### src/shared/wrr_sched_regs.vh
// Register offsets, field layout, reset values and sizes of the weighted round-robin scheduler.
`ifndef WRR_SCHED_REGS_VH
`define WRR_SCHED_REGS_VH

// ==========================================================================
// Register byte offsets
// ==========================================================================
`define WRR_OFF_ENTRIES_0_3   12'h7E0
`define WRR_OFF_ENTRIES_4_7   12'h7E4
`define WRR_OFF_ENTRIES_8_11  12'h7E8
`define WRR_OFF_ENTRIES_12_15 12'h7EC
`define WRR_OFF_STATUS        12'h7F0
`define WRR_ADDR_W            12

// ==========================================================================
// Field layout of one schedule entry byte
// ==========================================================================
`define WRR_ENTRY_W           8
`define WRR_QSEL_LSB          0
`define WRR_QSEL_W            4
`define WRR_COUNT_LSB         4
`define WRR_COUNT_W           4
`define WRR_NUM_ENTRIES       16
`define WRR_NUM_QUEUES        16

// ==========================================================================
// Reset values and bus answers
// ==========================================================================
`define WRR_COUNT_RESET       4'h0
`define WRR_RESP_OKAY         2'h0
`define WRR_RESP_SLVERR       2'h2

`endif

### src/hw/wrr_entry_walker.v
// Entry pointer and message counter that walk the schedule table.
`timescale 1ns/1ps
`include "wrr_sched_regs.vh"

module wrr_entry_walker (
  input  wire       aclk,
  input  wire       aresetn,
  input  wire [3:0] entry_count,
  input  wire       queue_pending,
  input  wire       msg_taken,
  output wire [3:0] entry_index,
  output wire [3:0] msgs_done
);

  reg [3:0] entry_reg;
  reg [3:0] entry_next;
  reg [3:0] done_reg;
  reg [3:0] done_next;
  reg       finished;

  // ==========================================================================
  // Advance decision
  // ==========================================================================
  // An entry is finished when its count is used up, when it is zero, or when its
  // queue has nothing to send; skipping keeps an idle queue from stalling the table.
  always @* begin
    finished   = 1'b0;
    done_next  = done_reg;
    entry_next = entry_reg;
    if (entry_count == `WRR_COUNT_RESET || !queue_pending) begin
      finished = 1'b1;
    end else if (msg_taken) begin
      if (done_reg + 4'h1 == entry_count) begin
        finished = 1'b1;
      end else begin
        done_next = done_reg + 4'h1;
      end
    end
    if (finished) begin
      done_next  = 4'h0;
      entry_next = entry_reg + 4'h1;       // Wraps from 15 to 0.
    end
  end

  // The pointer starts at entry zero after reset.
  always @(posedge aclk) begin
    if (!aresetn) begin
      entry_reg <= 4'h0;
      done_reg  <= 4'h0;
    end else begin
      entry_reg <= entry_next;
      done_reg  <= done_next;
    end
  end

  assign entry_index = entry_reg;
  assign msgs_done   = done_reg;

endmodule // wrr_entry_walker

### src/hw/tx_queue_wrr_scheduler.v
// Weighted round-robin transmit queue scheduler with an AXI4-Lite register slave.
// Summary of operation
// - Sixteen schedule entries, each with a 4-bit selector naming one of sixteen queues.
// - Each entry has a 4-bit count; up to that many messages are taken before leaving, fewer if its queue empties.
// - After finishing an entry the scheduler moves to the next higher entry.
// - After entry fifteen the scheduler wraps to entry zero, forever.
// - Entries four to seven live at 07E4h, one byte each, selector low nibble.
// - Entries eight to eleven live at 07E8h; selectors reset to their own index.
//
// The implementer's own choice: the AXI4-Lite interface to the registers.
`timescale 1ns/1ps
`include "wrr_sched_regs.vh"

module tx_queue_wrr_scheduler (
  input  wire        aclk,
  input  wire        aresetn,
  input  wire [11:0] s_axi_awaddr,
  input  wire        s_axi_awvalid,
  output wire        s_axi_awready,
  input  wire [31:0] s_axi_wdata,
  input  wire [3:0]  s_axi_wstrb,
  input  wire        s_axi_wvalid,
  output wire        s_axi_wready,
  output wire [1:0]  s_axi_bresp,
  output wire        s_axi_bvalid,
  input  wire        s_axi_bready,
  input  wire [11:0] s_axi_araddr,
  input  wire        s_axi_arvalid,
  output wire        s_axi_arready,
  output wire [31:0] s_axi_rdata,
  output wire [1:0]  s_axi_rresp,
  output wire        s_axi_rvalid,
  input  wire        s_axi_rready,
  input  wire [15:0] queue_pending,
  output wire [3:0]  grant_queue,
  output wire        grant_valid,
  input  wire        grant_ready,
  output wire [3:0]  active_entry
);

  // ==========================================================================
  // Decode helpers
  // ==========================================================================
  // Maps a byte address to a table word index, or 3'h4 for status, 3'h7 if unmapped.
  function [2:0] word_sel;
    input [11:0] addr;
    begin
      case ({addr[11:2], 2'b00})
        `WRR_OFF_ENTRIES_0_3:   word_sel = 3'h0;
        `WRR_OFF_ENTRIES_4_7:   word_sel = 3'h1;
        `WRR_OFF_ENTRIES_8_11:  word_sel = 3'h2;
        `WRR_OFF_ENTRIES_12_15: word_sel = 3'h3;
        `WRR_OFF_STATUS:        word_sel = 3'h4;
        default:                word_sel = 3'h7;
      endcase
    end
  endfunction

  // ==========================================================================
  // Schedule table storage
  // ==========================================================================
  reg  [7:0]  table_reg [0:15];
  wire [3:0]  cur_entry;
  wire [3:0]  msgs_done;
  wire [7:0]  cur_byte;
  wire [3:0]  cur_qsel;
  wire [3:0]  cur_count;

  // ==========================================================================
  // Write channel
  // ==========================================================================
  // Address and data are latched independently so the master may offer them
  // in either order; the response waits for both.
  reg        aw_held_reg;
  reg [11:0] aw_addr_reg;
  reg        w_held_reg;
  reg [31:0] w_data_reg;
  reg [3:0]  w_strb_reg;
  reg        bvalid_reg;
  reg [1:0]  bresp_reg;
  wire       do_write;
  wire [2:0] wsel;

  assign s_axi_awready = !aw_held_reg && !bvalid_reg;
  assign s_axi_wready  = !w_held_reg && !bvalid_reg;
  assign do_write      = aw_held_reg && w_held_reg && !bvalid_reg;
  assign wsel          = word_sel(aw_addr_reg);
  assign s_axi_bvalid  = bvalid_reg;
  assign s_axi_bresp   = bresp_reg;

  // Channel capture and response generation.
  always @(posedge aclk) begin
    if (!aresetn) begin
      aw_held_reg <= 1'b0;
      aw_addr_reg <= 12'h000;
      w_held_reg  <= 1'b0;
      w_data_reg  <= 32'h0000_0000;
      w_strb_reg  <= 4'h0;
      bvalid_reg  <= 1'b0;
      bresp_reg   <= `WRR_RESP_OKAY;
    end else begin
      if (s_axi_awvalid && s_axi_awready) begin
        aw_held_reg <= 1'b1;
        aw_addr_reg <= s_axi_awaddr;
      end
      if (s_axi_wvalid && s_axi_wready) begin
        w_held_reg <= 1'b1;
        w_data_reg <= s_axi_wdata;
        w_strb_reg <= s_axi_wstrb;
      end
      if (do_write) begin
        aw_held_reg <= 1'b0;
        w_held_reg  <= 1'b0;
        bvalid_reg  <= 1'b1;
        // Status is read-only; writes to it or to holes get an error answer.
        bresp_reg   <= (wsel[2]) ? `WRR_RESP_SLVERR : `WRR_RESP_OKAY;
      end else if (bvalid_reg && s_axi_bready) begin
        bvalid_reg <= 1'b0;
      end
    end
  end

  // ==========================================================================
  // Table update
  // ==========================================================================
  // One byte lane per entry; selectors reset to their own index, counts to zero.
  genvar gi;
  generate
    for (gi = 0; gi < `WRR_NUM_ENTRIES; gi = gi + 1) begin : g_entry
      always @(posedge aclk) begin
        if (!aresetn) begin
          table_reg[gi] <= {`WRR_COUNT_RESET, gi[3:0]};
        end else if (do_write && wsel == gi[4:2] && w_strb_reg[gi % 4]) begin
          table_reg[gi] <= w_data_reg[(gi % 4) * 8 +: 8];
        end
      end
    end
  endgenerate

  // ==========================================================================
  // Read channel
  // ==========================================================================
  reg        rvalid_reg;
  reg [31:0] rdata_reg;
  reg [1:0]  rresp_reg;
  wire [2:0] rsel;
  reg [31:0] rword;

  assign rsel          = word_sel(s_axi_araddr);
  assign s_axi_arready = !rvalid_reg;
  assign s_axi_rvalid  = rvalid_reg;
  assign s_axi_rdata   = rdata_reg;
  assign s_axi_rresp   = rresp_reg;

  // Read multiplexer; status shows the walker's position and current grant.
  always @* begin
    rword = 32'h0000_0000;
    case (rsel)
      3'h0, 3'h1, 3'h2, 3'h3: begin
        rword = {table_reg[{rsel[1:0], 2'b11}], table_reg[{rsel[1:0], 2'b10}],
                 table_reg[{rsel[1:0], 2'b01}], table_reg[{rsel[1:0], 2'b00}]};
      end
      3'h4: begin
        rword = {19'h00000, grant_valid, msgs_done, cur_qsel, cur_entry};
      end
      default: begin
        rword = 32'h0000_0000;
      end
    endcase
  end

  // Read answer register, one cycle after the address is taken.
  always @(posedge aclk) begin
    if (!aresetn) begin
      rvalid_reg <= 1'b0;
      rdata_reg  <= 32'h0000_0000;
      rresp_reg  <= `WRR_RESP_OKAY;
    end else if (s_axi_arvalid && s_axi_arready) begin
      rvalid_reg <= 1'b1;
      rdata_reg  <= rword;
      rresp_reg  <= (rsel == 3'h7) ? `WRR_RESP_SLVERR : `WRR_RESP_OKAY;
    end else if (rvalid_reg && s_axi_rready) begin
      rvalid_reg <= 1'b0;
    end
  end

  // ==========================================================================
  // Scheduling
  // ==========================================================================
  // The grant is offered combinationally from the current entry so a waiting
  // transmit engine sees it in the same cycle; the table itself is the source
  // of order and weight that software programs.
  assign cur_byte  = table_reg[cur_entry];
  assign cur_qsel  = cur_byte[`WRR_QSEL_LSB +: `WRR_QSEL_W];
  assign cur_count = cur_byte[`WRR_COUNT_LSB +: `WRR_COUNT_W];

  wire cur_pending;
  assign cur_pending  = queue_pending[cur_qsel];
  assign grant_valid  = cur_pending && (cur_count != `WRR_COUNT_RESET);
  assign grant_queue  = cur_qsel;
  assign active_entry = cur_entry;

  wrr_entry_walker u_walker (
    .aclk          (aclk),
    .aresetn       (aresetn),
    .entry_count   (cur_count),
    .queue_pending (cur_pending),
    .msg_taken     (grant_valid && grant_ready),
    .entry_index   (cur_entry),
    .msgs_done     (msgs_done)
  );

endmodule // tx_queue_wrr_scheduler

### config.mk
export PLATFORM = sky130hd
export DESIGN_NAME = tx_queue_wrr_scheduler
export DESIGN_NICKNAME = d
export VERILOG_FILES = /design/src/hw/wrr_entry_walker.v /design/src/hw/tx_queue_wrr_scheduler.v
export VERILOG_INCLUDE_DIRS = /design/src /design/src/shared
export SDC_FILE = /design/constraint.sdc
export NUM_CORES = 1
export LEC_CHECK = 0
export ABC_CLOCK_PERIOD_IN_PS = 4040
export BUFFER_PORTS_ARGS = -buffer_cell sky130_fd_sc_hd__buf_4
export CORE_UTILIZATION = 36
export DETAILED_ROUTE_END_ITERATION = 8
export GPL_TIMING_DRIVEN = 0
export PLACE_DENSITY = 0.59
export SLEW_MARGIN = 10
export SYNTH_ARGS = -nofsm -noshare
export SYNTH_HDL_FRONTEND = slang
export SYNTH_SLANG_ARGS = --single-unit
export TNS_END_PERCENT = 20
### constraint.sdc
create_clock -name aclk -period 4.04 [get_ports aclk]
set_clock_uncertainty 0.1 [all_clocks]
set_input_delay 0.808 -clock aclk [delete_from_list [all_inputs] [get_ports aclk]]
set_output_delay 0.808 -clock aclk [all_outputs]
set_load 0.03 [all_outputs]
==> After elaboration in Yosys (flattened, before gate mapping) <==
Memory sizes are Yosys's and may differ from the RTL's. A register that Yosys moved wholly into a read port is not among the register bits.
Index checks and enable logic that the tools add are counted.
W data, S select, Z words.
{ "totals": {"mem_count": 1, "latchBits": 0, "out_inout_bits": 50, "romBits": 0, "register_bits": 96, "input_bits": 84, "mem_bits_rw": 128, "elab_cells": 182} }
{ "memory_table": {"columns": ["memory", "words", "word_bits", "rd", "rd_ports_with_merged_regs", "wr", "line_no", "source"], "rows": [
  ["table_reg", 16, 8, 5, 1, 16, "tx_queue_wrr_scheduler.v:62", "reg [7:0] table_reg [0:15];"]
]} }
{ "classes": {"muxes": 81, "n_reduce_logical": 47, "bitwise": 19, "mul": 0, "div": 0, "n_lt_le_gt_ge": 1, "n_eq_ne": 19, "n_shift": 0, "add_sub_neg": 2} }
{ "ops": {"columns": ["operator", "count"], "rows": [
  ["$mux W8", 16],
  ["$eq A10 B9 Y1 const B", 10],
  ["$pmux W32 S2", 1],
  ["$mux W1", 57],
  ["$logic_and A1 B1 Y1", 31],
  ["$pmux W3 S5", 2],
  ["$or A1 B1 Y1", 16],
  ["$eq A3 B2 Y1 const B", 4],
  ["$add A4 B1 Y4 const B", 2],
  ["$mux W4", 2],
  ["$eq A3 B1 Y1 const B", 2],
  ["$eq A3 B3 Y1 const B", 2],
  ["$logic_not A3 Y1", 2],
  ["$logic_not A1 Y1", 5],
  ["$lt A4 B5 Y1 const B", 1],
  ["$bmux W1 S4", 1],
  ["$eq A4 B4 Y1", 1],
  ["$logic_not A4 Y1", 1],
  ["$mux W2", 2],
  ["$reduce_bool A2 Y1", 2],
  ["$reduce_bool A4 Y1", 1],
  ["$reduce_or A2 Y1", 2],
  ["$reduce_or A4 Y1", 1],
  ["$not A1 Y1", 3],
  ["2 further kinds", 2]
]} }

==> Longest topological paths before layout <==
{ "logic_depth": {"word_depth": 9, "ltp_mapped": 11, "mapped_depth_nobuf": 9} }

==> By module <==
A second synthesis with hierarchy kept.
{ "hier_totals": {"cells_unflattened": 983, "hier_area_um2": 10681.5} }
{ "by_module_without_submodules": {"columns": ["mod", "area_each_um2", "n_inst", "cells_per_inst", "seq_area_each_um2"], "rows": [
  ["tx_queue_wrr_scheduler", 10178.5, 1, 935, 5525.3],
  ["wrr_entry_walker", 503.0, 1, 48, 160.2]
]} }

==> Least setup slack after synthesis <==
Ideal clock, no wire load.
{ "synth_path": {"kind": "register to output", "startpoint": "register (tool-made name)", "endpoint": "output port grant_valid", "slack_ps": 167, "t_arrival_ps": 2965, "stages_incl_launch_ff": 11, "required_time_ps": 3132, "path_buffers": 2, "path_cell_list": "dfxtp_1 > buf_4 > buf_6 > mux4_2 > mux2i_1 > mux2i_1 > nand2b_1 > a211oi_1 > nor4_1 > nor2_1 > inv_1"} }
{ "synth_rtl": {"columns": ["item", "line_no", "source"], "rows": [
  ["to (decl)", "tx_queue_wrr_scheduler.v:36", "output wire grant_valid,"]
]} }

==> qor.csv <==
stage;metric;value;unit
synthesis;Synth Register Bits;224;
floorplanning;die footprint;31100;um2
timing;minimum clock period;4.15;ns
pwr;static leakage;0.00492;uW
floorplanning;Core Area;29800;um2
detailed_routing;DRC;0;
clocking;CTS max path bufs;3;
hold_path;hold path cells;2;
timing;RSZ-0062 raised after global routing;true;
pwr;Clock Power Share;29.4;%
place;placed instance area;12400;um2
pwr;PD cells;516;nW/um2
timing;Slew Viols, Final;0;
status;status;complete, but fails checks;
hold_path;Hold/Removal Path Class;reg -> reg;
detailed_routing;final WL;37900;um
grt;largest net degree at the start of global routing;14;
pwr;Max IR drop VDD;0.294;mV
hold_path;Worst Min Path Start;aw_addr_reg[11];
place;Placer Congestion;0.961;
floorplanning;FP Rows;63;
detailed_routing;TritonRoute pass-1 iters;5;
flow_run;max_cap viols;0;
timing;fin crit share;103;%
synthesis;Mapped Area;11000;um2
clocking;Root Driver;clkbuf_16;
pwr;Pint;4730;uW
pwr;Flop pwr share;37.8;%
synthesis;post-synthesis cell type count;67;
synthesis;Async SR Flop Fraction;0;%
floorplanning;Die W;176;um
worst_setup_path;CP max FO;7;
detailed_routing;DR WL/cell;23.2;um
pwr;combinational group share of total power;32.8;%
grt;remaining global-route overflow;0;
synthesis;Post-synth EDFFs;128;
timing;fmax;241;MHz
cells_and_area;most common cell after layout, fill and taps aside;nand2_1;
worst_setup_path;CP max stage cell;or4_4;
pwr;switching pwr;2290;uW
floorplanning;Chip Height;176;um
cells_and_area;Layout Cells excl Fill;1632;
grt;initial antenna violation count;0;
cells_and_area;max reg flops;128;
synthesis;Mapped Avg Cell Area;10.5;um2
floorplanning;I/O pin cnt;134;
synthesis;YS warnings;0;
detailed_routing;Routed Antenna Nets;0;
worst_setup_path;Arr. time, crit path;3.24;ns
worst_setup_path;critical-path cell list;buf_8 -> buf_4 -> mux4_2 -> a22o_1 -> or2_4 -> or4_4 -> o311ai_4 -> nor4_4 -> nor2_2 -> inv_1 -> buf_6;
worst_setup_path;CP max stage delay;0.55;ns
clocking;Clock transition at path regs;0.06;ns
detailed_routing;vias per cell;5.60;
worst_setup_path;CP Data Required Time;3.13;ns
clocking;number of H-tree levels;1;
grt;vias in the first global route;8578;
timing;final hold violations;0;
grt;first-pass GRT wire length;54500;um
place;I/O Buffers;126;
cells_and_area;area grow syn2layout;24.2;%
detailed_routing;vias post-DR;9140;
place;DP Worst Slack;-0.576;ns
synthesis;Main synth FF type;edfxtp_1;
clocking;CTS tree;done;
clocking;CTS sink cnt;224;
detailed_routing;DR iter-0 viols;977;
timing;setup violators final;1;
cells_and_area;most frequent cells in the layout;nand2_1 (194), buf_4 (152), edfxtp_1 (128);
place;DP Cell Count;1561;
timing;worst hold slack;0.348;ns
worst_setup_path;startpoint type of the worst setup path;register;
clocking;CTS buffer count;24;
clocking;clk_lat worst skew;0.53;ns
hold_path;Worst Hold Path EP;aw_addr_reg[11];
cells_and_area;layout cells sized above 1;21.9;%
pwr;Switching Share;32.6;%
cells_and_area;Finished Cell Area;13600;um2
cells_and_area;layout net count;1310;
worst_setup_path;Setup CP Type;reg -> out;
worst_setup_path;R2R setup slack;0.54;ns
place;detailed-placement wirelength estimate;29300;um
cells_and_area;n_diodes;0;
status;failing checks;negative setup slack;
worst_setup_path;R2R depth;11;
worst_setup_path;critical path capture point type;primary output;
timing;post-layout worst setup margin;-0.106;ns
grt;GR Util All Layers;23.9;%
synthesis;sequential area share after synthesis;52.6;%
timing;relative slew slack;41.1;%
synthesis;Cells after Synth;1044;
timing;Worst-Margin Slew;0.884;ns
floorplanning;initial core utilization;36.8;%
[synth_stat cells, types with 4 or more instances]
cell / n / area, um2
nand2_1: 194 / 728
edfxtp_1: 128 / 3840
and2_1: 102 / 638
dfxtp_1: 96 / 1920
a21oi_1: 77 / 385
nor2_1: 62 / 233
clkbuf_1: 54 / 203
or3_1: 34 / 213
mux4_2: 33 / 743
mux2i_1: 29 / 290
a211oi_1: 26 / 195
o221ai_1: 19 / 166
o21ai_0: 16 / 80.1
nand3_1: 12 / 60.1
nor3_1: 11 / 55.1
a221oi_1: 10 / 87.6
a32oi_1: 10 / 87.6
mux2_2: 8 / 90.1
a22o_1: 7 / 61.3
a31oi_1: 7 / 43.8
buf_2: 7 / 35.0
inv_1: 7 / 26.3
a221o_1: 6 / 60.1
nor4_1: 6 / 37.5
a311oi_1: 5 / 43.8
buf_1: 5 / 18.8
nand4_1: 5 / 31.3
nor2b_1: 5 / 31.3
buf_4: 4 / 30.0
nand2b_1: 4 / 25.0
[worst max-delay path by stage]
stage,startpoint,to,slack (ns),cells past startpoint
2_1_floorplan,register,grant_valid,0.17,10
3_3_place_gp,register,grant_valid,-0.57,11
3_5_place_dp,register,grant_valid,-0.58,11
4_1_cts,register,grant_valid,-0.09,9
5_1_grt,register,grant_valid,-0.16,9
6_report,register,grant_valid,-0.11,11
[critical path, delay by kind of cell (launching register included)]
family / cells / cell delay [ns]
simple gates: 4 / 1.01
buf+inv: 4 / 0.47
flops: 1 / 0.34
mux: 1 / 0.49
compound gates: 2 / 0.39
[metrics by stage]
step / util [%] / total power, uW / setup TNS (ns)
global placement: 41.6 / 4450 / -0.568
global route: 45.7 / 7260 / -0.156
floorplan: - / 3870 / 0
detailed placement: 41.6 / 4460 / -0.576
CTS: 45.0 / 6810 / -0.0908
finish: 45.7 / 7020 / -0.106
[timing repair]
item | 4_1_cts | 5_1_grt
setup buffers | 13 | 12
hold buffers | 0 | 0
pin swaps | 6 | 5
cloned | 1 | 1
resized for setup | 36 | 19
setup endpoints to repair | 1 | 1
[cells by family after synthesis]
logic type	synth area share [%]
AO/OA/AOI/OAI	12.5
XOR/XNOR	0.240
adder cells (fa/ha/maj)	0.228
buffers and inverters	3.23
flip-flops	52.6
multiplexers	10.5
other	0.0342
AND/OR/NAND/NOR	20.7
[power by group through the flow]
stage / Clock, uW / Sequential (uW) / Combinational (uW)
after floorplan: 0 / 2680 / 1190
after global placement: 0 / 2690 / 1770
after detailed placement: 0 / 2690 / 1770
after CTS: 2080 / 2640 / 2080
after global routing: 2170 / 2660 / 2420
final: 2060 / 2650 / 2310
[per-layer routing]
| metal | part of all wire (%) | global-route usage [%] | vias up |
|---|---|---|---|
| li1 | - | - | 4203 |
| met1 | 43 | 32.5 | 4380 |
| met2 | 46 | 38.7 | 466 |
| met3 | 7.9 | 3.88 | 91 |
| met4 | 3.5 | 7.87 | 0 |
| met5 | 0 | 0 | - |
[cell type report]
type                       count  area, um2
fill                        2847      16200
multi-input combinational    739       4980
clock inverter                 9       57.6
buffer                        73        402
inverter                       9       33.8
sequential                   224       5770
timing repair buffer         153       1210
tap                          390        488
clock buffer                  35        673
(Power assumes the default switching activity.)
